<file path="config.mk">
export PLATFORM = sky130hd
export DESIGN_NAME = sldd_top
export DESIGN_NICKNAME = d
export VERILOG_FILES = /design/src/sldd_pkg.sv /design/src/sldd_mem.sv /design/src/sldd_top.sv
export SDC_FILE = /design/constraint.sdc
export NUM_CORES = 1
export LEC_CHECK = 0
export ABC_AREA = 0
export BUFFER_PORTS_ARGS = -buffer_cell sky130_fd_sc_hd__buf_2
export CORE_ASPECT_RATIO = 1.4
export CORE_UTILIZATION = 40
export DETAILED_ROUTE_END_ITERATION = 7
export PLACE_DENSITY = 0.55
export SLEW_MARGIN = 20
export SYNTH_ARGS = -nofsm -noshare
export SYNTH_HDL_FRONTEND = slang
export SYNTH_SLANG_ARGS = --single-unit
</file>
<file path="constraint.sdc">
create_clock -name clk_sys -period 7.9 [get_ports clk_sys]
set_clock_uncertainty 0.2 [all_clocks]
set_input_delay 1.185 -clock clk_sys [delete_from_list [all_inputs] [get_ports clk_sys]]
set_output_delay 1.185 -clock clk_sys [all_outputs]
set_load 0.02 [all_outputs]
</file>
<file path="src/sldd_pkg.sv">
// Constants shared by the serial LED digit driver and its display memory
`default_nettype none
package sldd_pkg;
  // Serial word layout
  localparam int WORD_BITS = 16;
  localparam int ADDR_MSB = 11;
  localparam int ADDR_LSB = 8;
  localparam int DATA_MSB = 7;
  // Register address codes
  localparam logic [3:0] ADDR_NOOP = 4'h0;
  localparam logic [3:0] ADDR_DIGIT0 = 4'h1;
  localparam logic [3:0] ADDR_DIGIT7 = 4'h8;
  localparam logic [3:0] ADDR_DECODE = 4'h9;
  localparam logic [3:0] ADDR_INTENSITY = 4'hA;
  localparam logic [3:0] ADDR_SCAN_LIMIT = 4'hB;
  localparam logic [3:0] ADDR_SHUTDOWN = 4'hC;
  localparam logic [3:0] ADDR_RESET_CLK = 4'hE;
  localparam logic [3:0] ADDR_TEST = 4'hF;
  // Field positions
  localparam int RUN_BIT = 0;
  localparam int SWRESET_BIT = 0;
  localparam int EXTCLK_BIT = 1;
  localparam int TEST_BIT = 0;
  // Reset values
  localparam logic [7:0] DECODE_RST = 8'h00;
  localparam logic [3:0] INTENSITY_RST = 4'h0;
  localparam logic [2:0] SCAN_LIMIT_RST = 3'h0;
  localparam logic RUN_RST = 1'b0;
  localparam logic [7:0] DIGIT_RST = 8'h00;
  // Scan timing: clk_sys cycles per brightness step, digit count, last step of a digit slot
  localparam int SCAN_STEP_CYCLES = 100;
  localparam int NUM_DIGITS = 8;
  localparam logic [3:0] PWM_LAST = 4'hF;
endpackage
`default_nettype wire

</file>
<file path="src/sldd_mem.sv">
// Display memory: one byte per digit, registered read port, bulk clear
`default_nettype none
module sldd_mem #(
  parameter int DEPTH = 8,
  parameter int WIDTH = 8,
  parameter int AW = 3
) (
  input wire logic clk_sys,
  input wire logic rstn,
  input wire logic clr,
  input wire logic wr_en,
  input wire logic [AW-1:0] wr_addr,
  input wire logic [WIDTH-1:0] wr_data,
  input wire logic [AW-1:0] rd_addr,
  output logic [WIDTH-1:0] rd_data
);
  logic [WIDTH-1:0] mem_reg [DEPTH];
  logic [WIDTH-1:0] mem_next [DEPTH];
  logic [WIDTH-1:0] rd_reg;
  logic [WIDTH-1:0] rd_next;

  // Next contents; a clear wins over a write in the same cycle
  always_comb begin
    for (int i = 0; i < DEPTH; i++) begin
      mem_next[i] = mem_reg[i];
    end
    if (clr) begin
      for (int i = 0; i < DEPTH; i++) begin
        mem_next[i] = WIDTH'(sldd_pkg::DIGIT_RST);
      end
    end else if (wr_en) begin
      mem_next[wr_addr] = wr_data;
    end
    rd_next = mem_reg[rd_addr];
  end

  // Storage and registered read data
  always_ff @(posedge clk_sys) begin
    if (!rstn) begin
      for (int i = 0; i < DEPTH; i++) begin
        mem_reg[i] <= WIDTH'(sldd_pkg::DIGIT_RST);
      end
      rd_reg <= '0;
    end else begin
      for (int i = 0; i < DEPTH; i++) begin
        mem_reg[i] <= mem_next[i];
      end
      rd_reg <= rd_next;
    end
  end

  assign rd_data = rd_reg;
endmodule
`default_nettype wire

</file>
<file path="src/sldd_top.sv">
// Serial LED digit driver: serial port, control registers, scan and drive
`default_nettype none
// Functional notes
// Serial data shifts into a 16-bit register on each serial clock rise.
// Load strobe rise copies the shift register word into the addressed register.
// Serial output changes only on serial clock falling edges.
// Serial output repeats the input stream sixteen and a half cycles later.
// Serial output is always driven, never high impedance.
// Eight active-low digit lines; all held high during shutdown unless display test is on.
// Seven segment lines plus decimal point; low when segment off.
// Up to eight digits scanned; count set by host.
// Sixty-four-bit display memory kept through shutdown, shown without refresh.
// Per digit, font decoder or raw bits drive the segments.
// One write updates one digit without touching the others.
// Software reset of registers; optional external scan clock.
// Stored brightness setting gates segments digitally.
// Word sent MSB first; bits 11..8 address, 7..0 data, top ignored.
// Host raises load after sixteenth clock rise, before the next one.
// Shutdown register bit zero low is shutdown, high is normal.
// After reset: shutdown, one digit, no decode, zero data and brightness.
// Exactly one enabled digit active at a time, ascending order.
// A no-operation word changes no internal state.
module sldd_top #(
  parameter int SCAN_STEP = sldd_pkg::SCAN_STEP_CYCLES
) (
  input wire logic clk_sys,
  input wire logic rstn,
  input wire logic ser_din,
  input wire logic ser_clk,
  input wire logic ser_load,
  input wire logic ext_scan_clk,
  output logic ser_dout,
  output logic [7:0] digit_sink_line_n,
  output logic [6:0] segment_source_line,
  output logic decimal_point_line
);
  // Segment pattern {A,B,C,D,E,F,G} for a code-B value
  function automatic logic [6:0] sldd_font(input logic [3:0] code);
    case (code)
      4'h0: sldd_font = 7'h7E;
      4'h1: sldd_font = 7'h30;
      4'h2: sldd_font = 7'h6D;
      4'h3: sldd_font = 7'h79;
      4'h4: sldd_font = 7'h33;
      4'h5: sldd_font = 7'h5B;
      4'h6: sldd_font = 7'h5F;
      4'h7: sldd_font = 7'h70;
      4'h8: sldd_font = 7'h7F;
      4'h9: sldd_font = 7'h7B;
      4'hA: sldd_font = 7'h01;
      4'hB: sldd_font = 7'h4F;
      4'hC: sldd_font = 7'h37;
      4'hD: sldd_font = 7'h0E;
      4'hE: sldd_font = 7'h67;
      default: sldd_font = 7'h00;
    endcase
  endfunction

  // Pin vector {ext, load, clk, din}; three stages, level moves when 2 and 3 agree
  logic [3:0] pin_in;
  logic [3:0] sync1_reg, sync2_reg, sync3_reg, lvl_reg, lvl_next;
  logic sclk_rise, sclk_fall, load_rise, ext_rise;
  assign pin_in = {ext_scan_clk, ser_load, ser_clk, ser_din};

  always_comb begin
    lvl_next = (lvl_reg & (sync2_reg ^ sync3_reg)) | (sync3_reg & ~(sync2_reg ^ sync3_reg));
    sclk_rise = lvl_next[1] & ~lvl_reg[1];
    sclk_fall = ~lvl_next[1] & lvl_reg[1];
    load_rise = lvl_next[2] & ~lvl_reg[2];
    ext_rise = lvl_next[3] & ~lvl_reg[3];
  end

  always_ff @(posedge clk_sys) begin
    if (!rstn) begin
      sync1_reg <= 4'h0;
      sync2_reg <= 4'h0;
      sync3_reg <= 4'h0;
      lvl_reg <= 4'h0;
    end else begin
      sync1_reg <= pin_in;
      sync2_reg <= sync1_reg;
      sync3_reg <= sync2_reg;
      lvl_reg <= lvl_next;
    end
  end

  // Serial shift path; din is taken from the settled level before the edge
  logic [15:0] shift_reg, shift_next;
  logic dout_reg, dout_next;
  logic [3:0] word_addr;
  logic [7:0] word_data;

  always_comb begin
    shift_next = shift_reg;
    dout_next = dout_reg;
    if (sclk_rise) begin
      shift_next = {shift_reg[14:0], lvl_reg[0]};
    end
    if (sclk_fall) begin
      dout_next = shift_reg[15];
    end
  end

  always_ff @(posedge clk_sys) begin
    if (!rstn) begin
      shift_reg <= 16'h0000;
      dout_reg <= 1'b0;
    end else begin
      shift_reg <= shift_next;
      dout_reg <= dout_next;
    end
  end

  assign ser_dout = dout_reg;
  // Top four bits ignored
  assign word_addr = shift_reg[sldd_pkg::ADDR_MSB:sldd_pkg::ADDR_LSB];
  assign word_data = shift_reg[sldd_pkg::DATA_MSB:0];

  // Control registers, written on the load strobe rise
  logic [7:0] decode_reg, decode_next;
  logic [3:0] intensity_reg, intensity_next;
  logic [2:0] scan_limit_reg, scan_limit_next;
  logic run_reg, run_next, ext_sel_reg, ext_sel_next, test_reg, test_next;
  logic sw_reset, digit_wr;
  logic [3:0] digit_idx;

  always_comb begin
    decode_next = decode_reg;
    intensity_next = intensity_reg;
    scan_limit_next = scan_limit_reg;
    run_next = run_reg;
    ext_sel_next = ext_sel_reg;
    test_next = test_reg;
    sw_reset = 1'b0;
    digit_wr = 1'b0;
    digit_idx = word_addr - sldd_pkg::ADDR_DIGIT0;
    if (load_rise) begin
      case (word_addr)
        sldd_pkg::ADDR_NOOP: ;
        sldd_pkg::ADDR_DECODE: decode_next = word_data;
        sldd_pkg::ADDR_INTENSITY: intensity_next = word_data[3:0];
        sldd_pkg::ADDR_SCAN_LIMIT: scan_limit_next = word_data[2:0];
        sldd_pkg::ADDR_SHUTDOWN: run_next = word_data[sldd_pkg::RUN_BIT];
        sldd_pkg::ADDR_TEST: test_next = word_data[sldd_pkg::TEST_BIT];
        sldd_pkg::ADDR_RESET_CLK: begin
          ext_sel_next = word_data[sldd_pkg::EXTCLK_BIT];
          sw_reset = word_data[sldd_pkg::SWRESET_BIT];
        end
        default: digit_wr = (word_addr <= sldd_pkg::ADDR_DIGIT7);
      endcase
    end
    // Software reset returns all control registers to power-up values
    if (sw_reset) begin
      decode_next = sldd_pkg::DECODE_RST;
      intensity_next = sldd_pkg::INTENSITY_RST;
      scan_limit_next = sldd_pkg::SCAN_LIMIT_RST;
      run_next = sldd_pkg::RUN_RST;
      ext_sel_next = 1'b0;
      test_next = 1'b0;
    end
  end

  always_ff @(posedge clk_sys) begin
    if (!rstn) begin
      decode_reg <= sldd_pkg::DECODE_RST;
      intensity_reg <= sldd_pkg::INTENSITY_RST;
      scan_limit_reg <= sldd_pkg::SCAN_LIMIT_RST;
      run_reg <= sldd_pkg::RUN_RST;
      ext_sel_reg <= 1'b0;
      test_reg <= 1'b0;
    end else begin
      decode_reg <= decode_next;
      intensity_reg <= intensity_next;
      scan_limit_reg <= scan_limit_next;
      run_reg <= run_next;
      ext_sel_reg <= ext_sel_next;
      test_reg <= test_next;
    end
  end

  // Scan timebase: brightness step counter inside each digit slot
  logic [15:0] pre_reg, pre_next;
  logic [3:0] pwm_reg, pwm_next;
  logic [2:0] digit_reg, digit_next;
  logic tick;

  always_comb begin
    pre_next = pre_reg;
    pwm_next = pwm_reg;
    digit_next = digit_reg;
    tick = ext_sel_reg ? ext_rise : (pre_reg == 16'(SCAN_STEP - 1));
    if (!ext_sel_reg) begin
      pre_next = tick ? 16'h0000 : pre_reg + 16'h0001;
    end
    if (tick) begin
      pwm_next = pwm_reg + 4'h1;
      if (pwm_reg == sldd_pkg::PWM_LAST) begin
        digit_next = (digit_reg >= scan_limit_reg) ? 3'h0 : digit_reg + 3'h1;
      end
    end
    // Limit lowered under the scan: restart at digit 0
    if (digit_reg > scan_limit_reg) begin
      digit_next = 3'h0;
    end
  end

  always_ff @(posedge clk_sys) begin
    if (!rstn) begin
      pre_reg <= 16'h0000;
      pwm_reg <= 4'h0;
      digit_reg <= 3'h0;
    end else begin
      pre_reg <= pre_next;
      pwm_reg <= pwm_next;
      digit_reg <= digit_next;
    end
  end

  // Display memory read by the next digit so data lines up with digit_reg
  logic [7:0] rd_data;
  sldd_mem #(.DEPTH(sldd_pkg::NUM_DIGITS), .WIDTH(8), .AW(3)) u_mem (
    .clk_sys(clk_sys),
    .rstn(rstn),
    .clr(sw_reset),
    .wr_en(digit_wr),
    .wr_addr(digit_idx[2:0]),
    .wr_data(word_data),
    .rd_addr(digit_next),
    .rd_data(rd_data)
  );

  // Drive stage; display test overrides shutdown, memory untouched by shutdown
  logic [7:0] dig_n_reg, dig_n_next;
  logic [6:0] seg_reg, seg_next;
  logic dp_reg, dp_next;

  always_comb begin
    dig_n_next = 8'hFF;
    seg_next = 7'h00;
    dp_next = 1'b0;
    if (run_reg || test_reg) begin
      dig_n_next = ~(8'h01 << digit_reg);
      if (test_reg) begin
        seg_next = 7'h7F;
        dp_next = 1'b1;
      end else if (pwm_reg <= intensity_reg) begin
        seg_next = decode_reg[digit_reg] ? sldd_font(rd_data[3:0]) : rd_data[6:0];
        dp_next = rd_data[7];
      end
    end
  end

  always_ff @(posedge clk_sys) begin
    if (!rstn) begin
      dig_n_reg <= 8'hFF;
      seg_reg <= 7'h00;
      dp_reg <= 1'b0;
    end else begin
      dig_n_reg <= dig_n_next;
      seg_reg <= seg_next;
      dp_reg <= dp_next;
    end
  end

  assign digit_sink_line_n = dig_n_reg;
  assign segment_source_line = seg_reg;
  assign decimal_point_line = dp_reg;
endmodule
`default_nettype wire

</file>
---- Word-level counts from Yosys, hierarchy flattened ----
Memory sizes are Yosys's and may differ from the RTL's. A register that Yosys moved wholly into a read port is not among the register bits.
Index checks and enable logic that the tools add are counted.
storage, ports and cells
  bits in registers ....................... 90
  bits in writable memories ............... 64
  bits in read-only memories .............. 112
  input port bits ......................... 6
  logic and storage cells ................. 109
  memories kept ........................... 2
memories
  memory            depth  bits a word  read ports  clocked after memory_dff  wr ports  line            RTL
  (name not given)  16     7            1           0                         0         sldd_top.sv:39  case (code)
  u_mem.mem_reg     8      8            9           1                         8         sldd_mem.sv:17  logic [WIDTH-1:0] mem_reg [DEPTH];
operators by class
  $add $sub $neg .......................... 4
  magnitude comparators ................... 7
  eq/ne operators ......................... 8
  shifts and indexed selects .............. 1
  multiplexer cells ....................... 32
  bitwise logic cells ..................... 24
  reductions and logical operators ........ 13
operator list
  operator                                                   number
  two-way mux 64 bit                                         2
  two-way mux 8 bit                                          9
  bitwise mux 64 bit                                         1
  == test 4 bit (second input constant)                      7
  demux 8 bit (select 3 bit)                                 1
  two-way mux 7 bit                                          3
  adder 16 x 1 -> 16 bit (second input constant)             1
  == test 16 x 7 -> 1 bit (second input constant)            1
  two-way mux 16 bit                                         1
  AND reduction 2 bit                                        7
  two-way mux 3 bit                                          4
  two-way mux 1 bit                                          10
  AND 4 bit                                                  2
  inverter 8 bit                                             1
  OR 1 bit                                                   8
  << shifter 1 x 3 -> 8 bit (first input constant)           1
  OR reduction 7 bit                                         1
  inverter 1 bit                                             5
  adder 4 x 1 -> 4 bit (second input constant)               1
  AND 1 bit                                                  4
  greater-or-equal comparator 4 bit (second input constant)  1
  <= comparator 4 bit                                        1
  <= comparator 4 bit (second input constant)                1
  logical NOT 4 bit                                          1
  15 further kinds                                           15

---- Logic depth before layout (Yosys ltp) ----
  depth after elaboration ................. 10
  mapped depth ............................ 11
  gate-level depth less buffers ........... 9

---- By module ----
From an unflattened synthesis, not the netlist that was laid out.
unflattened totals
  cells, all modules ...................... 787
  area total of the unflattened synthesis .. 7315.8 µm²
by module, submodules not included
  module    times used  cells an instance  area an instance (µm²)  seq. area each (µm²)
  sldd_top  1           468                4207.8                  1801.7
  sldd_mem  1           319                3108.0                  1441.4

---- Least setup slack after synthesis ----
OpenSTA, ideal clock, no wires.
  path kind ............................... flip-flop to flip-flop
  from .................................... reg pre_reg[0]
  to ...................................... reg u_mem.rd_reg[3], in the netlist u_mem.rd_data[3], read port of u_mem.mem_reg
  library setup time ...................... 0.134 ns
  arrival time ............................ 2.167 ns
  data required time ...................... 7.566 ns
  setup slack ............................. 5.399 ns
  stages on the path, launching flop included .. 10
  period minus slack after synthesis ...... 2.501 ns
  path through ............................ dfxtp_1 ha_1 and4b_1 nand4_2 a21oi_4 mux2_2 buf_2 and3_1 a211oi_1 o32ai_1
between the ends
  word-level cells in the longest chain between the ends .. 4
ends and longest elaborated chain
  item                     line             RTL
  start, declared          sldd_top.sv:182  logic [15:0] pre_reg, pre_next;
  start signal, assigned   sldd_top.sv:213  pre_reg <= pre_next;
  == test 16 x 7 -> 1 bit  sldd_top.sv:191  tick = ext_sel_reg ? ext_rise : (pre_reg == 16'(SCAN_STEP - 1));
  two-way mux 1 bit        sldd_top.sv:191
  two-way mux 3 bit        sldd_top.sv:195  if (tick) begin
  two-way mux 3 bit        sldd_top.sv:202  if (digit_reg > scan_limit_reg) begin
  end, declared            sldd_mem.sv:19   logic [WIDTH-1:0] rd_reg;
Every way passes these cells.
A chain may end at the register's enable or synchronous reset.

---- Worst setup path after layout ----
  from .................................... reg digit_reg[0]
  to ...................................... reg u_mem.rd_reg[7], in the netlist u_mem.rd_data[7], read port of u_mem.mem_reg
between the ends
  word-level cells in the longest chain between the ends .. 5
ends and longest elaborated chain
  item                                                                              line             RTL
  start, declared                                                                   sldd_top.sv:184  logic [2:0] digit_reg, digit_next;
  start signal, assigned                                                            sldd_top.sv:215  digit_reg <= digit_next;
  adder 3 x 1 -> 3 bit / greater-or-equal comparator 3 bit (equally long branches)  sldd_top.sv:198  digit_next = (digit_reg >= scan_limit_reg) ? 3'h0 : digit_reg + 3'h1;
  two-way mux 3 bit                                                                 sldd_top.sv:198
  two-way mux 3 bit                                                                 sldd_top.sv:197  if (pwm_reg == sldd_pkg::PWM_LAST) begin
  two-way mux 3 bit                                                                 sldd_top.sv:195
  two-way mux 3 bit *                                                               sldd_top.sv:202
Every way passes the cells marked *; elsewhere a longest branch is shown, timed or not.

==> flow_summary.ini <==
[routing]
wl_um = 18100
vias_per_cell = 5.18
via_count = 5764
ant_nets = 0
wl_per_cell_um = 16.3
drtIter0Drc = 276
drc = 0
dr.pass1.iters = 4

[place]
gp_congestion = 0.885
hpwl_um = 12100
dp.cells = 1081
io_buffers = 22

[pwr]
clkPwrFrac = 0.512
power.switching_uw = 372
internal_power_mw = 1.36
ir_worst_vdd_uv = 140
leakagePower_nw = 2.99
powerDensity_nw_per_um2 = 211
switching_share = 0.215
comb_power_share = 0.013
power_frac_seq = 0.475

[global_route]
overflow = 0
grt_pass1_vias = 5592
grt_use_total = 0.204
grt_pass1_wl_um = 29400
grt_max_degree = 83
antenna_found_initial = 0

[logic_synthesis]
ys.flop_type = dfxtp_1
async_flop_share = 0
synth_common_cells = 162 x dfxtp_1, 134 x nand2_1, 90 x nor2_1, 75 x nand3_1, 60 x mux2i_1
postSynthAreaPerCell_um2 = 8.48
synth_top_cell_by_area = dfxtp_1
ys_top_cells_by_area = dfxtp_1 44%, mux2i_1 8.1%, nand2_1 6.8%
synth-seq-cells = 162
ys.warnings.count = 0
yosysTopAreaCellShare = 0.439
synth_edf_count = 0
post-synth-top-count-cell = dfxtp_1
yosysSeqAreaShare = 0.439
synthesis.area_um2 = 7380
syn_inst = 871
yosysUniqueCellTypes = 52
syn_nets = 903

[sta]
period_share = 0.383
fin_tns_setup_ps = 0
max-slew-margin-rel = 0.294
period_minus_slack_ps = 3030
fmax_mhz = 330
setup_viol = 0
tightest_slew_ps = 1030
report.final.slew_viol_count = 0
hold_viol = 0
rsz0062_at_grt = no

[clocking]
htree_levels = 4
cts-root-buf = clkbuf_16
postCtsSetupRepairBufs = 0
cts_inserted_buffers = 17
cts_buffer_depth = 2
cts_resized = 0
cts_tree = done
cts_sinks = 162
path_clk_slew_ps = 70
clk_latency_ps = 430
holdBufCountCts = 0

[cells_and_area]
nFillCells = 1833
multi_input_area_um2 = 3820
area_delta_synth_final_pct = 11.3
drive_gt1_frac = 0.0906
regArea_um2 = 3240
final_nets = 892
fin_cells = 1112
diodes = 0
largest_register_ffs = 64

[min_path]
hold_path_depth = 1
hold_end = sync2_reg[1]
holdCritStartpoint = sync1_reg[1]
hp-class = reg2reg

[critical_path]
worst_setup_path_end_kind = flop
r2r-start = digit_reg[0]
arrival_ps = 3140
r2r_setup_slack_ps = 4870
r2r_cells = 7
worstPathMaxFanout = 18
r2r_end = u_mem.rd_data[7]
required_ps = 8010
critPathLaunchType = flop
criticalPathCategory = reg2reg

[status]
outcome = complete, no violations

[floorplan]
rows = 58
die_h_um = 163
initial_core_util = 0.410
ioPinCount = 23
die_area_um2 = 19000
core_region_area_um2 = 18000
chipWidth_um = 117

[flow_run]
cap_violations = 0
==> kinds of logic (layout without fill, tap and decap cells) <==
kind of cell,count (synthesis),count (layout),share of synthesized area
AND/OR/NAND/NOR,380,380,0.244
flip-flops,162,162,0.439
AO/OA/AOI/OAI,158,158,0.130
buffers and inverters,75,76,0.0439
multiplexers,65,65,0.0936
adder cells (fa/ha/maj),26,26,0.0441
XOR/XNOR,5,5,0.00593
==> layout make-up <==
class / count / share of cell area
inverters: 17 / 0.00777
clock inverters: 14 / 0.0248
multi-input cells: 634 / 0.465
flip-flops and latches: 162 / 0.395
clock buffers: 17 / 0.0518
well taps: 240 / 0.0366
repair buffers: 28 / 0.0189
==> cell usage in the layout, fill, tap and decap left out, types with 2 or more instances in the layout <==
cell type   netlist  routed
dfxtp_1         162     162
nand2_1         134     133
nor2_1           90      89
nand3_1          75      75
mux2i_1          60      59
a21oi_1          52      52
o21ai_0          44      44
a21boi_0         28      28
ha_1             26      26
and2_1           23      23
buf_2             4      22
inv_1            17      17
clkbuf_16         0      17
and3_1           12      12
a31oi_1          10      10
nor2b_1          10      10
nor3_1            7       7
a32o_1            7       7
nand2b_1          6       6
buf_4             2       6
nand4_1           4       4
a211oi_1          4       4
inv_6             0       4
bufinv_16         0       4
nor4_4            3       3
xnor2_1           3       3
a21o_1            3       3
o21ai_1           3       3
mux4_2            3       3
or3_1             2       2
o21a_1            2       2
xor2_1            2       2
nor2_2            1       2
mux2_2            2       2
clkinv_4          0       2
clkinvlp_4        0       2
==> critical path: stages (launching register included) <==
cell and delay [ps]:
dfxtp_1 520, inv_1 140, ha_1 280, and3_1 220
a21oi_2 580, or2_1 540, nand3_1 130, a32o_1 300
==> worst max path at each step <==
stage                 startpoint                   to  slack (ps)
global route        digit_reg[0]     u_mem.rd_data[4]        4570
global placement    shift_reg[8]  u_mem.mem_reg[6][0]        4890
detailed placement  digit_reg[0]     u_mem.rd_data[7]        4890
floorplan             pre_reg[0]     u_mem.rd_data[3]        5400
finish              digit_reg[0]     u_mem.rd_data[7]        4870
CTS                 digit_reg[0]     u_mem.rd_data[7]        4870
==> routing by layer <==
layer,share of wire,up-vias,GRT usage
met4,0.029,0,0.0880
met3,0.029,31,0.0383
met5,0,-,0
met2,0.51,88,0.354
met1,0.43,2693,0.241
li1,-,2952,-
==> stage by stage <==
step	util	total power, mW	hold slack (ps)	worst slack (ps)	instance area (µm²)
finish	0.456	1.73	235	4870	8220
global route	0.456	1.79	265	4570	8220
CTS	0.456	1.75	237	4870	8210
detailed placement	0.421	0.865	221	4890	7580
global placement	0.421	0.865	217	4890	7580
floorplan	-	0.858	212	5400	7380
==> power groups by stage <==
stage                     Clock (mW)  Combinational, mW  Sequential [mW]
after floorplan                    0             0.0171            0.841
after global placement             0             0.0231            0.842
after detailed placement           0             0.0234            0.842
after CTS                      0.904             0.0235            0.823
after global routing           0.939             0.0259            0.824
final                          0.888             0.0230            0.823
Note: power is estimated with default switching activity, not from simulation.
